$ cat config.mk
export PLATFORM = sky130hd
export DESIGN_NAME = cfq_query_table
export DESIGN_NICKNAME = d
export VERILOG_FILES = /design/src/cfq_pkg.sv /design/src/cfq_query_table.sv
export SDC_FILE = /design/constraint.sdc
export NUM_CORES = 1
export LEC_CHECK = 0
export BUFFER_PORTS_ARGS = -buffer_cell sky130_fd_sc_hd__buf_2
export CAP_MARGIN = 30
export CORE_UTILIZATION = 45
export CTS_CLUSTER_SIZE = 20
export DETAILED_ROUTE_END_ITERATION = 8
export PLACE_DENSITY = 0.77
export SYNTH_ARGS = -nofsm -noshare
export SYNTH_HDL_FRONTEND = slang
export SYNTH_SLANG_ARGS = --single-unit
$ cat constraint.sdc
create_clock -name ref_clk_i -period 3.7 [get_ports ref_clk_i]
set_input_delay 0.74 -clock ref_clk_i [delete_from_list [all_inputs] [get_ports ref_clk_i]]
set_output_delay 0.74 -clock ref_clk_i [all_outputs]
set_load 0.02 [all_outputs]
$ cat src/cfq_pkg.sv
// Constants for the extended query table block: bus map, field values, variants.
package cfq_pkg;

  // ----------------------------------------------------------------
  // Bus map (byte addresses)
  // ----------------------------------------------------------------
  localparam int unsigned AXI_AW        = 12;
  localparam logic [11:0] QWIN_BASE     = 12'h000;  // Query word n at 4*n
  localparam logic [11:0] QWIN_LAST     = 12'h1fc;
  localparam logic [11:0] CTRL_OFS      = 12'h200;
  localparam logic [11:0] STAT_OFS      = 12'h204;
  localparam logic [31:0] CTRL_RST      = 32'h0000_0000;
  localparam int unsigned CTRL_QEN_BIT  = 0;
  localparam logic [1:0]  RESP_OKAY     = 2'b00;
  localparam logic [1:0]  RESP_SLVERR   = 2'b10;

  // ----------------------------------------------------------------
  // Query word addresses
  // ----------------------------------------------------------------
  localparam logic [6:0] QA_EXT_PTR     = 7'h15;
  localparam logic [6:0] QA_EXT_PTR_HI  = 7'h16;
  localparam logic [6:0] QA_EXT_FIRST   = 7'h39;
  localparam logic [6:0] QA_EXT_LAST    = 7'h64;

  // ----------------------------------------------------------------
  // Fixed table values
  // ----------------------------------------------------------------
  localparam logic [7:0] QV_EXT_PTR     = 8'h39;
  localparam logic [7:0] QV_SIG_P       = 8'h50;
  localparam logic [7:0] QV_SIG_R       = 8'h52;
  localparam logic [7:0] QV_SIG_I       = 8'h49;
  localparam logic [7:0] QV_VER_MAJOR   = 8'h31;
  localparam logic [7:0] QV_VER_MINOR   = 8'h33;
  localparam logic [31:0] QV_FEATURES   = 32'h0000_03e6;
  localparam logic [7:0] QV_SUSPEND     = 8'h01;
  localparam logic [15:0] QV_BSR_MASK   = 16'h0003;
  localparam logic [7:0] QV_VCC_OPT     = 8'h18;
  localparam logic [7:0] QV_VPP_OPT     = 8'hc0;
  localparam logic [7:0] QV_PROT_CNT    = 8'h01;
  localparam logic [31:0] QV_PROT_DESC  = 32'h0303_0080;
  localparam logic [7:0] QV_PAGE_N      = 8'h03;
  localparam logic [7:0] QV_SYNC_CNT    = 8'h03;
  localparam logic [7:0] QV_SYNC_1      = 8'h01;
  localparam logic [7:0] QV_SYNC_2      = 8'h02;
  localparam logic [7:0] QV_SYNC_3      = 8'h07;
  localparam logic [7:0] QV_PREG_CNT    = 8'h02;
  localparam logic [15:0] QV_BOT_PCNT   = 16'h0001;
  localparam logic [7:0] QV_RD_CONC     = 8'h01;
  localparam logic [7:0] QV_PG_CONC     = 8'h00;
  localparam logic [7:0] QV_ER_CONC     = 8'h00;
  localparam logic [7:0] QV_BOT_EBR_CNT = 8'h02;
  localparam logic [31:0] QV_BOT_EB1    = 32'h0020_0007;
  localparam logic [31:0] QV_TOP_EB1    = 32'h0100_0007;
  localparam logic [15:0] QV_ERASE_KCYC = 16'h0064;
  localparam logic [7:0] QV_CELL        = 8'h01;
  localparam logic [7:0] QV_BOT_CAP     = 8'h02;
  localparam logic [7:0] QV_TOP_CAP     = 8'h03;
  localparam logic [31:0] QV_BOT_EB2    = 32'h0100_0006;
  // Top device: first fields of the second partition region follow at 60h
  localparam logic [15:0] QV_TOP_R2_PCNT = 16'h0001;
  localparam logic [7:0] QV_TOP_R2_RD   = 8'h01;
  localparam logic [7:0] QV_TOP_R2_PG   = 8'h00;
  localparam logic [7:0] QV_TOP_R2_ER   = 8'h00;

  // Top device partition count and erase block count, by density 16/32/64/128
  localparam logic [7:0] QV_TOP_PCNT [4] = '{8'h03, 8'h07, 8'h0f, 8'h1f};

endpackage : cfq_pkg

$ cat src/cfq_query_table.sv
// Extended query table readable over an AXI4-Lite slave port.
//
// Implementation choices: the AXI4-Lite interface to the registers and the register addresses.
`timescale 1ns/1ps
`default_nettype none

// Function
// Offsets 0..2 at 39h..3Bh read ASCII 50, 52, 49.
// Major version 31 then minor version 33 follow.
// Feature field reads E6, 03, 00, 00, low byte first.
// Feature bits 10..31 read zero; no appended feature field.
// After-suspend byte reads 01: program allowed in erase suspend.
// Block status mask reads 03 then 00.
// Optimum logic supply reads 18, programming supply reads C0.
// Protection field count reads 01.
// Protection descriptor reads 80, 00, 03, 03.
// Page read byte reads 03, eight-byte pages.
// Synchronous configuration entry count reads 03.
// Synchronous entries read 01, 02, 07.
// Host may copy a burst code into its read configuration register.
// Partition region count byte reports regions present.
// Identical partition count at 52h/53h, low byte first.
// Three concurrency bytes: programs in low nibble, erases in high.
// Erase block region count per partition region.
// Erase region descriptor: y in bits 0..15, z in 16..31.
// Minimum erase cycles field in thousands, two bytes.
// Cell byte: bits per cell in bits 0..3, upper bits reserved.
// Capability byte: page read, sync read, sync write in bits 0..2.
// Bottom device alone has second erase region at 60h..64h.
// Basic structure offset 15h reads the table base 39h.
// Multi-byte fields place least significant byte lowest.
// Upper data byte of every query word reads 00h.
// Content fixed and read-only; unlisted addresses read zero.
module cfq_query_table
  import cfq_pkg::*;
#(
  parameter logic       BOTTOM_PARAM = 1'b1,   // 1 bottom, 0 top parameter device
  parameter logic [1:0] DENSITY_SEL  = 2'd1    // 0..3 for 16/32/64/128 Mbit
) (
  // Clock and reset
  input  wire logic                ref_clk_i,
  input  wire logic                rst_b_i,
  // AXI4-Lite write address
  input  wire logic                s_axi_awvalid_i,
  output logic                     s_axi_awready_o,
  input  wire logic [AXI_AW-1:0]   s_axi_awaddr_i,
  input  wire logic [2:0]          s_axi_awprot_i,
  // AXI4-Lite write data
  input  wire logic                s_axi_wvalid_i,
  output logic                     s_axi_wready_o,
  input  wire logic [31:0]         s_axi_wdata_i,
  input  wire logic [3:0]          s_axi_wstrb_i,
  // AXI4-Lite write response
  output logic                     s_axi_bvalid_o,
  input  wire logic                s_axi_bready_i,
  output logic [1:0]               s_axi_bresp_o,
  // AXI4-Lite read address
  input  wire logic                s_axi_arvalid_i,
  output logic                     s_axi_arready_o,
  input  wire logic [AXI_AW-1:0]   s_axi_araddr_i,
  input  wire logic [2:0]          s_axi_arprot_i,
  // AXI4-Lite read data
  output logic                     s_axi_rvalid_o,
  input  wire logic                s_axi_rready_i,
  output logic [31:0]              s_axi_rdata_o,
  output logic [1:0]               s_axi_rresp_o
);

  // ----------------------------------------------------------------
  // Table content
  // ----------------------------------------------------------------

  // Word map of the window, bottom device
  // (top differs at 52h, 57h, 5Ah, 5Bh, 5Fh..61h, 63h, 64h)
  //
  //   15h  table base low
  //   16h  table base high
  //   39h  signature 0
  //   3Ah  signature 1
  //   3Bh  signature 2
  //   3Ch  major version
  //   3Dh  minor version
  //   3Eh  features 7:0
  //   3Fh  features 15:8
  //   40h  features 23:16
  //   41h  features 31:24
  //   42h  after suspend
  //   43h  status mask lo
  //   44h  status mask hi
  //   45h  logic supply
  //   46h  prog supply
  //   47h  prot count
  //   48h  lock addr lo
  //   49h  lock addr hi
  //   4Ah  factory n
  //   4Bh  user n
  //   4Ch  page n
  //   4Dh  burst count
  //   4Eh  burst 1
  //   4Fh  burst 2
  //   50h  burst 3
  //   51h  part regions
  //   52h  parts lo
  //   53h  parts hi
  //   54h  conc read
  //   55h  conc program
  //   56h  conc erase
  //   57h  erase regions
  //   58h  reg1 y lo
  //   59h  reg1 y hi
  //   5Ah  reg1 z lo
  //   5Bh  reg1 z hi
  //   5Ch  kcycles lo
  //   5Dh  kcycles hi
  //   5Eh  cell byte
  //   5Fh  capability
  //   60h  reg2 y lo
  //   61h  reg2 y hi
  //   62h  reg2 z lo
  //   63h  reg2 z hi
  //   64h  reg2 kcyc lo
  //
  // Top device: 60h..64h open the
  // second partition region.
  // Top part counts by density:
  // 03h, 07h, 0Fh, 1Fh
  //
  // All other words read 00h.
  //

  // Byte k of a little-endian multi-byte field
  function automatic logic [7:0] field_byte(input logic [31:0] val, input logic [1:0] k);
    field_byte = val[8*k +: 8];
  endfunction : field_byte

  // Query byte at a word address for the configured variant
  function automatic logic [7:0] query_byte(input logic [6:0] a, input logic bot,
                                            input logic [1:0] dens);
    logic [7:0] tcnt;
    tcnt = QV_TOP_PCNT[dens];
    query_byte = 8'h00;
    case (a)
      QA_EXT_PTR:    query_byte = QV_EXT_PTR;
      QA_EXT_PTR_HI: query_byte = 8'h00;
      7'h39: query_byte = QV_SIG_P;
      7'h3a: query_byte = QV_SIG_R;
      7'h3b: query_byte = QV_SIG_I;
      7'h3c: query_byte = QV_VER_MAJOR;
      7'h3d: query_byte = QV_VER_MINOR;
      7'h3e, 7'h3f, 7'h40, 7'h41: begin
        query_byte = field_byte(QV_FEATURES, 2'(a - 7'h3e));
      end
      7'h42: query_byte = QV_SUSPEND;
      7'h43, 7'h44: begin
        query_byte = field_byte({16'h0000, QV_BSR_MASK}, 2'(a - 7'h43));
      end
      7'h45: query_byte = QV_VCC_OPT;
      7'h46: query_byte = QV_VPP_OPT;
      7'h47: query_byte = QV_PROT_CNT;
      7'h48, 7'h49, 7'h4a, 7'h4b: begin
        query_byte = field_byte(QV_PROT_DESC, 2'(a - 7'h48));
      end
      7'h4c: query_byte = QV_PAGE_N;
      7'h4d: query_byte = QV_SYNC_CNT;
      7'h4e: query_byte = QV_SYNC_1;
      7'h4f: query_byte = QV_SYNC_2;
      7'h50: query_byte = QV_SYNC_3;
      7'h51: query_byte = QV_PREG_CNT;
      7'h52, 7'h53: begin
        query_byte = bot ? field_byte({16'h0000, QV_BOT_PCNT}, 2'(a - 7'h52))
                         : field_byte({24'h000000, tcnt}, 2'(a - 7'h52));
      end
      7'h54: query_byte = QV_RD_CONC;
      7'h55: query_byte = QV_PG_CONC;
      7'h56: query_byte = QV_ER_CONC;
      7'h57: query_byte = bot ? QV_BOT_EBR_CNT : tcnt;
      7'h58, 7'h59, 7'h5a, 7'h5b: begin
        query_byte = field_byte(bot ? QV_BOT_EB1 : QV_TOP_EB1, 2'(a - 7'h58));
      end
      7'h5c, 7'h5d: begin
        query_byte = field_byte({16'h0000, QV_ERASE_KCYC}, 2'(a - 7'h5c));
      end
      7'h5e: query_byte = QV_CELL;
      7'h5f: query_byte = bot ? QV_BOT_CAP : QV_TOP_CAP;
      7'h60, 7'h61, 7'h62, 7'h63: begin
        if (bot) begin
          query_byte = field_byte(QV_BOT_EB2, 2'(a - 7'h60));
        end else begin
          query_byte = field_byte({QV_TOP_R2_ER, QV_TOP_R2_PG, QV_TOP_R2_RD,
                                   8'h00} | {16'h0000, QV_TOP_R2_PCNT},
                                  2'(a - 7'h60));
        end
      end
      QA_EXT_LAST: query_byte = bot ? field_byte({16'h0000, QV_ERASE_KCYC}, 2'd0)
                                    : 8'h00;
      default: query_byte = 8'h00;
    endcase
  endfunction : query_byte

  // Word in the query window: upper byte always zero
  function automatic logic [31:0] query_word(input logic [6:0] a, input logic bot,
                                             input logic [1:0] dens);
    query_word = {24'h000000, query_byte(a, bot, dens)};
  endfunction : query_word

  // ----------------------------------------------------------------
  // Control and status state
  // ----------------------------------------------------------------
  logic        query_en_reg;
  logic [6:0]  last_qaddr_reg;
  logic [15:0] qread_cnt_reg;

  // ----------------------------------------------------------------
  // Write channel
  // ----------------------------------------------------------------
  logic              aw_held_reg;
  logic [AXI_AW-1:0] awaddr_reg;
  logic              w_held_reg;
  logic [31:0]       wdata_reg;
  logic [3:0]        wstrb_reg;
  logic              bvalid_reg;
  logic [1:0]        bresp_reg;
  logic              wr_fire;

  // Write path timing
  //
  //   AW and W in any order.
  //   B rises a cycle after both
  //   are held, stands to bready.
  //   No ready while B pends, so
  //   one write is in flight.
  //

  // Address and data are taken in either order, one write at a time
  assign s_axi_awready_o = !aw_held_reg && !bvalid_reg;
  assign s_axi_wready_o  = !w_held_reg && !bvalid_reg;
  assign wr_fire         = aw_held_reg && w_held_reg && !bvalid_reg;

  // Capture write address
  always_ff @(posedge ref_clk_i) begin
    if (!rst_b_i) begin
      aw_held_reg <= 1'b0;
      awaddr_reg  <= '0;
    end else if (s_axi_awvalid_i && s_axi_awready_o) begin
      aw_held_reg <= 1'b1;
      awaddr_reg  <= s_axi_awaddr_i;
    end else if (wr_fire) begin
      aw_held_reg <= 1'b0;
    end
  end

  // Capture write data
  always_ff @(posedge ref_clk_i) begin
    if (!rst_b_i) begin
      w_held_reg <= 1'b0;
      wdata_reg  <= '0;
      wstrb_reg  <= '0;
    end else if (s_axi_wvalid_i && s_axi_wready_o) begin
      w_held_reg <= 1'b1;
      wdata_reg  <= s_axi_wdata_i;
      wstrb_reg  <= s_axi_wstrb_i;
    end else if (wr_fire) begin
      w_held_reg <= 1'b0;
    end
  end

  // Write response: only the control word accepts writes
  always_ff @(posedge ref_clk_i) begin
    if (!rst_b_i) begin
      bvalid_reg <= 1'b0;
      bresp_reg  <= RESP_OKAY;
    end else if (wr_fire) begin
      bvalid_reg <= 1'b1;
      bresp_reg  <= ({awaddr_reg[AXI_AW-1:2], 2'b00} == CTRL_OFS) ? RESP_OKAY
                                                                   : RESP_SLVERR;
    end else if (s_axi_bready_i) begin
      bvalid_reg <= 1'b0;
    end
  end

  assign s_axi_bvalid_o = bvalid_reg;
  assign s_axi_bresp_o  = bresp_reg;

  // Control register: query mode enable
  always_ff @(posedge ref_clk_i) begin
    if (!rst_b_i) begin
      query_en_reg <= CTRL_RST[CTRL_QEN_BIT];
    end else if (wr_fire && ({awaddr_reg[AXI_AW-1:2], 2'b00} == CTRL_OFS)
                 && wstrb_reg[0]) begin
      query_en_reg <= wdata_reg[CTRL_QEN_BIT];
    end
  end

  // ----------------------------------------------------------------
  // Read channel
  // ----------------------------------------------------------------
  logic              rvalid_reg;
  logic [31:0]       rdata_reg;
  logic [1:0]        rresp_reg;
  logic [AXI_AW-1:0] ra_word;
  logic              ra_in_win;
  logic [31:0]       rd_next;
  logic [1:0]        rresp_next;

  assign s_axi_arready_o = !rvalid_reg;
  assign ra_word         = {s_axi_araddr_i[AXI_AW-1:2], 2'b00};
  assign ra_in_win       = (ra_word >= QWIN_BASE) && (ra_word <= QWIN_LAST);

  // Read decode: window, control, status, else error with zero data
  always_comb begin
    rd_next    = 32'h0000_0000;
    rresp_next = RESP_OKAY;
    if (ra_in_win) begin
      if (query_en_reg) begin
        rd_next = query_word(ra_word[8:2], BOTTOM_PARAM, DENSITY_SEL);
      end
    end else if (ra_word == CTRL_OFS) begin
      rd_next[CTRL_QEN_BIT] = query_en_reg;
    end else if (ra_word == STAT_OFS) begin
      rd_next = {qread_cnt_reg, 1'b0, last_qaddr_reg, 4'h0, DENSITY_SEL,
                 BOTTOM_PARAM, query_en_reg};
    end else begin
      rresp_next = RESP_SLVERR;
    end
  end

  // Notes for software
  //
  //   Query mode is off after reset;
  //   the window reads zero until
  //   CTRL bit 0 is set.
  //   Window reads never fail.
  //   Writes off CTRL get SLVERR
  //   and change nothing.
  //   Address bits 1:0 are ignored.
  //   STATUS 31:16 counts window
  //   reads made in query mode;
  //   the count wraps.
  //

  // Read path timing
  //
  //   Data stand a cycle after
  //   the address, until rready.
  //   arready is low meanwhile.
  //

  // Read data register, answered one cycle after the address is taken
  always_ff @(posedge ref_clk_i) begin
    if (!rst_b_i) begin
      rvalid_reg <= 1'b0;
      rdata_reg  <= '0;
      rresp_reg  <= RESP_OKAY;
    end else if (s_axi_arvalid_i && s_axi_arready_o) begin
      rvalid_reg <= 1'b1;
      rdata_reg  <= rd_next;
      rresp_reg  <= rresp_next;
    end else if (s_axi_rready_i) begin
      rvalid_reg <= 1'b0;
    end
  end

  // Query read tracking for status
  always_ff @(posedge ref_clk_i) begin
    if (!rst_b_i) begin
      last_qaddr_reg <= '0;
      qread_cnt_reg  <= '0;
    end else if (s_axi_arvalid_i && s_axi_arready_o && ra_in_win && query_en_reg) begin
      last_qaddr_reg <= ra_word[8:2];
      qread_cnt_reg  <= qread_cnt_reg + 16'h0001;
    end
  end

  assign s_axi_rvalid_o = rvalid_reg;
  assign s_axi_rdata_o  = rdata_reg;
  assign s_axi_rresp_o  = rresp_reg;

endmodule : cfq_query_table

`default_nettype wire

==> flow_metrics.env <==
export IMPL_clk_latency_ns=0.34
export IMPL_ys_ff_latch=73
export IMPL_syn_area_per_cell_um2=8.34
export IMPL_skew_ns=0.00533
export IMPL_fin_setup_tns_ns=0
export IMPL_drv_slew=0
export IMPL_clk_pin_slew_ns=0.07
export IMPL_arrival_ns=2.48
export IMPL_min_delay_path_class="reg2reg"
export IMPL_path_cells="buf_2 -> nor2b_1 -> nand3_1 -> ha_1 -> o2111a_1 -> a41oi_1 -> o21ai_0 -> a32o_1"
export IMPL_grt_pass1_vias=2733
export IMPL_yosysSeqAreaShare_pct=44.7
export IMPL_p_leak_nw=1.55
export IMPL_synth_flop_cell="dfxtp_1"
export IMPL_cts_path_max_buffers=2
export IMPL_synth_warnings=0
export IMPL_drc_errors=0
export IMPL_track_usage_pct=20.6
export IMPL_cp_start_kind="input port"
export IMPL_ant_nets=0
export IMPL_seq_power_share_pct=54.8
export IMPL_worstSetupPathType="in2reg"
export IMPL_htreeDepth=3
export IMPL_viasPerCell=5.50
export IMPL_dr_pass1_iters=4
export IMPL_numPortBuffers=66
export IMPL_holdBufCountCts=0
export IMPL_die_w_um=87.2
export IMPL_fin_nets=520
export IMPL_synth_edff_count=0
export IMPL_core_area_um2=6910
export IMPL_synth_top_cell_by_area="dfxtp_1"
export IMPL_first_iter_violations=144
export IMPL_drive_above_1_share_pct=19.8
export IMPL_ios=114
export IMPL_finalCritPeriodShare_pct=60.8
export IMPL_pre_cts_slack_ns=1.13
export IMPL_synthCells=392
export IMPL_async_flop_share_pct=0
export IMPL_comb_power_share_pct=9.6
export IMPL_numCtsBuffers=9
export IMPL_grt_max_degree=41
export IMPL_tightestPinTransition_ns=0.872
export IMPL_dp_hpwl_um=5150
export IMPL_path_buf_inv=1
export IMPL_max_freq_ghz=0.445
export IMPL_critPathSlowestCell="nor2b_1"
export IMPL_cts_resized_gates=0
export IMPL_syn_to_final_growth_pct=15.6
export IMPL_cts_num_sinks=73
export IMPL_critPathRequiredTime_ns=3.93
export IMPL_cts_setup_buffers=0
export IMPL_antenna_cells=0
export IMPL_p_sw_share_pct=25.2
export IMPL_peakVddDrop_mv=0.198
export IMPL_clockPowerShare_pct=35.6
export IMPL_fin_ws_ns=1.45
export IMPL_max_stage_delay_ns=0.39
export IMPL_relSlewSlack_pct=41.7
export IMPL_routedWlPerCell_um=13.6
export IMPL_p_per_area_nw_per_um2=390
export IMPL_cts_tree="built"
export IMPL_start_util_pct=47.3
export IMPL_clockRootBuffer="clkbuf_8"
export IMPL_antenna_found_initial=0
export IMPL_routabilityCongestion=0.889
export IMPL_p_int_mw=1.10
export IMPL_num_fill_cells=723
export IMPL_rows=30
export IMPL_grt_setup_unrepaired="false"
export IMPL_outcome="completed"
export IMPL_dieArea_um2=7610
export IMPL_finalSetupViolCount=0
export IMPL_yosys_cell_types_count=56
export IMPL_fin_crit_ns=2.25
export IMPL_syn_area_um2=3270
export IMPL_net_switching_power_mw=0.371
export IMPL_maxCapViolCount=0
export IMPL_largest_register_ffs=31
export IMPL_synth_top_area_share_pct=44.7
export IMPL_finalHoldViolations=0
export IMPL_synth_area_leaders="dfxtp_1 (45%), nor2_1 (5.9%), nand2_1 (5.7%)"
export IMPL_crit_path_max_fanout=14
export IMPL_route_vias_total=2998
export IMPL_worstSetupEndpointType="register"
export IMPL_grt_pass1_wl_um=12400
export IMPL_drt_wl_total_um=7420
export IMPL_die_h_um=87.2
export IMPL_gr_total_overflow=0
export IMPL_cp_top_family="compound AO/OA/AOI/OAI gates"
[tightest hold or removal path, delay by kind of cell, from the launching register on]
kind	cells	cell delay, ns
AOI/OAI and AO/OA	1	0.05
DFF	1	0.31
and+or+nand+nor	1	0.05
[cells in the final DEF (no fill, tap or decap), types with 3 or more instances in the layout]
cell type,netlist,final
a21oi_1,28,28
a22oi_1,23,23
a31oi_1,7,7
and2_1,5,5
and3_1,6,6
buf_2,3,66
buf_4,3,3
clkbuf_8,1,10
conb_1,1,3
dfxtp_1,73,73
inv_1,7,7
mux2i_1,7,7
nand2_1,50,50
nand2b_1,6,6
nand3_1,16,16
nand4_1,7,7
nor2_1,51,51
nor2b_1,7,7
nor3_1,4,4
nor4b_1,3,3
o2111ai_1,3,3
o21ai_0,5,5
o2bb2ai_1,4,4
xnor2_1,4,4
xor2_1,9,9
[metrics by stage]
step | hold slack, ns | cells | util, % | instance area [µm²] | power [mW]
after floorplan | 0.431 | 394 | - | 3280 | 0.925
after global placement | 0.440 | 530 | 52.4 | 3620 | 0.963
after detailed placement | 0.443 | 530 | 52.4 | 3620 | 0.966
after CTS | 0.453 | 545 | 54.7 | 3780 | 1.49
after global routing | 0.473 | 545 | 54.7 | 3780 | 1.54
final | 0.451 | 545 | 54.7 | 3780 | 1.47
[routing by layer]
layer	track usage (%)	wire length [µm]
met1	27.3	3400
met5	0	0
met3	4.55	397
met4	7.60	106
met2	32.9	3520
[synthesized netlist by cell type (3+ instances only)]
| master | count |
|---|---|
| dfxtp_1 | 73 |
| nor2_1 | 51 |
| nand2_1 | 50 |
| a21oi_1 | 28 |
| a22oi_1 | 23 |
| clkbuf_1 | 18 |
| nand3_1 | 16 |
| xor2_1 | 9 |
| a31oi_1 | 7 |
| inv_1 | 7 |
| mux2i_1 | 7 |
| nand4_1 | 7 |
| nor2b_1 | 7 |
| and3_1 | 6 |
| nand2b_1 | 6 |
| and2_1 | 5 |
| o21ai_0 | 5 |
| buf_1 | 4 |
| nor3_1 | 4 |
| o2bb2ai_1 | 4 |
| xnor2_1 | 4 |
| buf_2 | 3 |
| buf_4 | 3 |
| nor4b_1 | 3 |
| o2111ai_1 | 3 |
[final timing paths]
path	from	end	slack [ns]	cells past startpoint
max	s_axi_araddr_i[8]	s_axi_rdata_o[6]	1.45	8
min	awaddr_reg[5]	awaddr_reg[5]	0.45	2
max reg2reg	s_axi_rvalid_o	s_axi_rdata_o[7]	1.77	4
min reg2reg	awaddr_reg[5]	awaddr_reg[5]	0.45	2
[logic make-up after synthesis]
| group | after synthesis | synth area share [%] |
|---|---|---|
| multiplexers | 7 | 2.14 |
| AO/OA/AOI/OAI | 88 | 18.1 |
| buffers and inverters | 38 | 5.13 |
| flip-flops | 73 | 44.7 |
| XOR/XNOR | 13 | 3.48 |
| other | 1 | 0.115 |
| AND/OR/NAND/NOR | 170 | 25.5 |
| adder cells (fa/ha/maj) | 2 | 0.765 |
[area by class of cell]
cell class	instances	area [µm²]	share of cell area, %
multi-input cells	283	1650	43.6
flip-flops and latches	73	1460	38.7
repair buffers	69	353	9.34
inverters	9	33.8	0.894
clock buffers	12	145	3.84
well taps	96	120	3.18
clock inverters	3	17.5	0.464
[power by group through the flow]
| stage | Sequential, mW | Combinational, mW | Clock (mW) |
|---|---|---|---|
| floorplan | 0.827 | 0.0989 | 0 |
| global placement | 0.825 | 0.138 | 0 |
| detailed placement | 0.826 | 0.140 | 0 |
| CTS | 0.808 | 0.140 | 0.542 |
| global route | 0.809 | 0.157 | 0.579 |
| finish | 0.808 | 0.141 | 0.524 |
No activity file was read; power rests on OpenSTA's default activity.
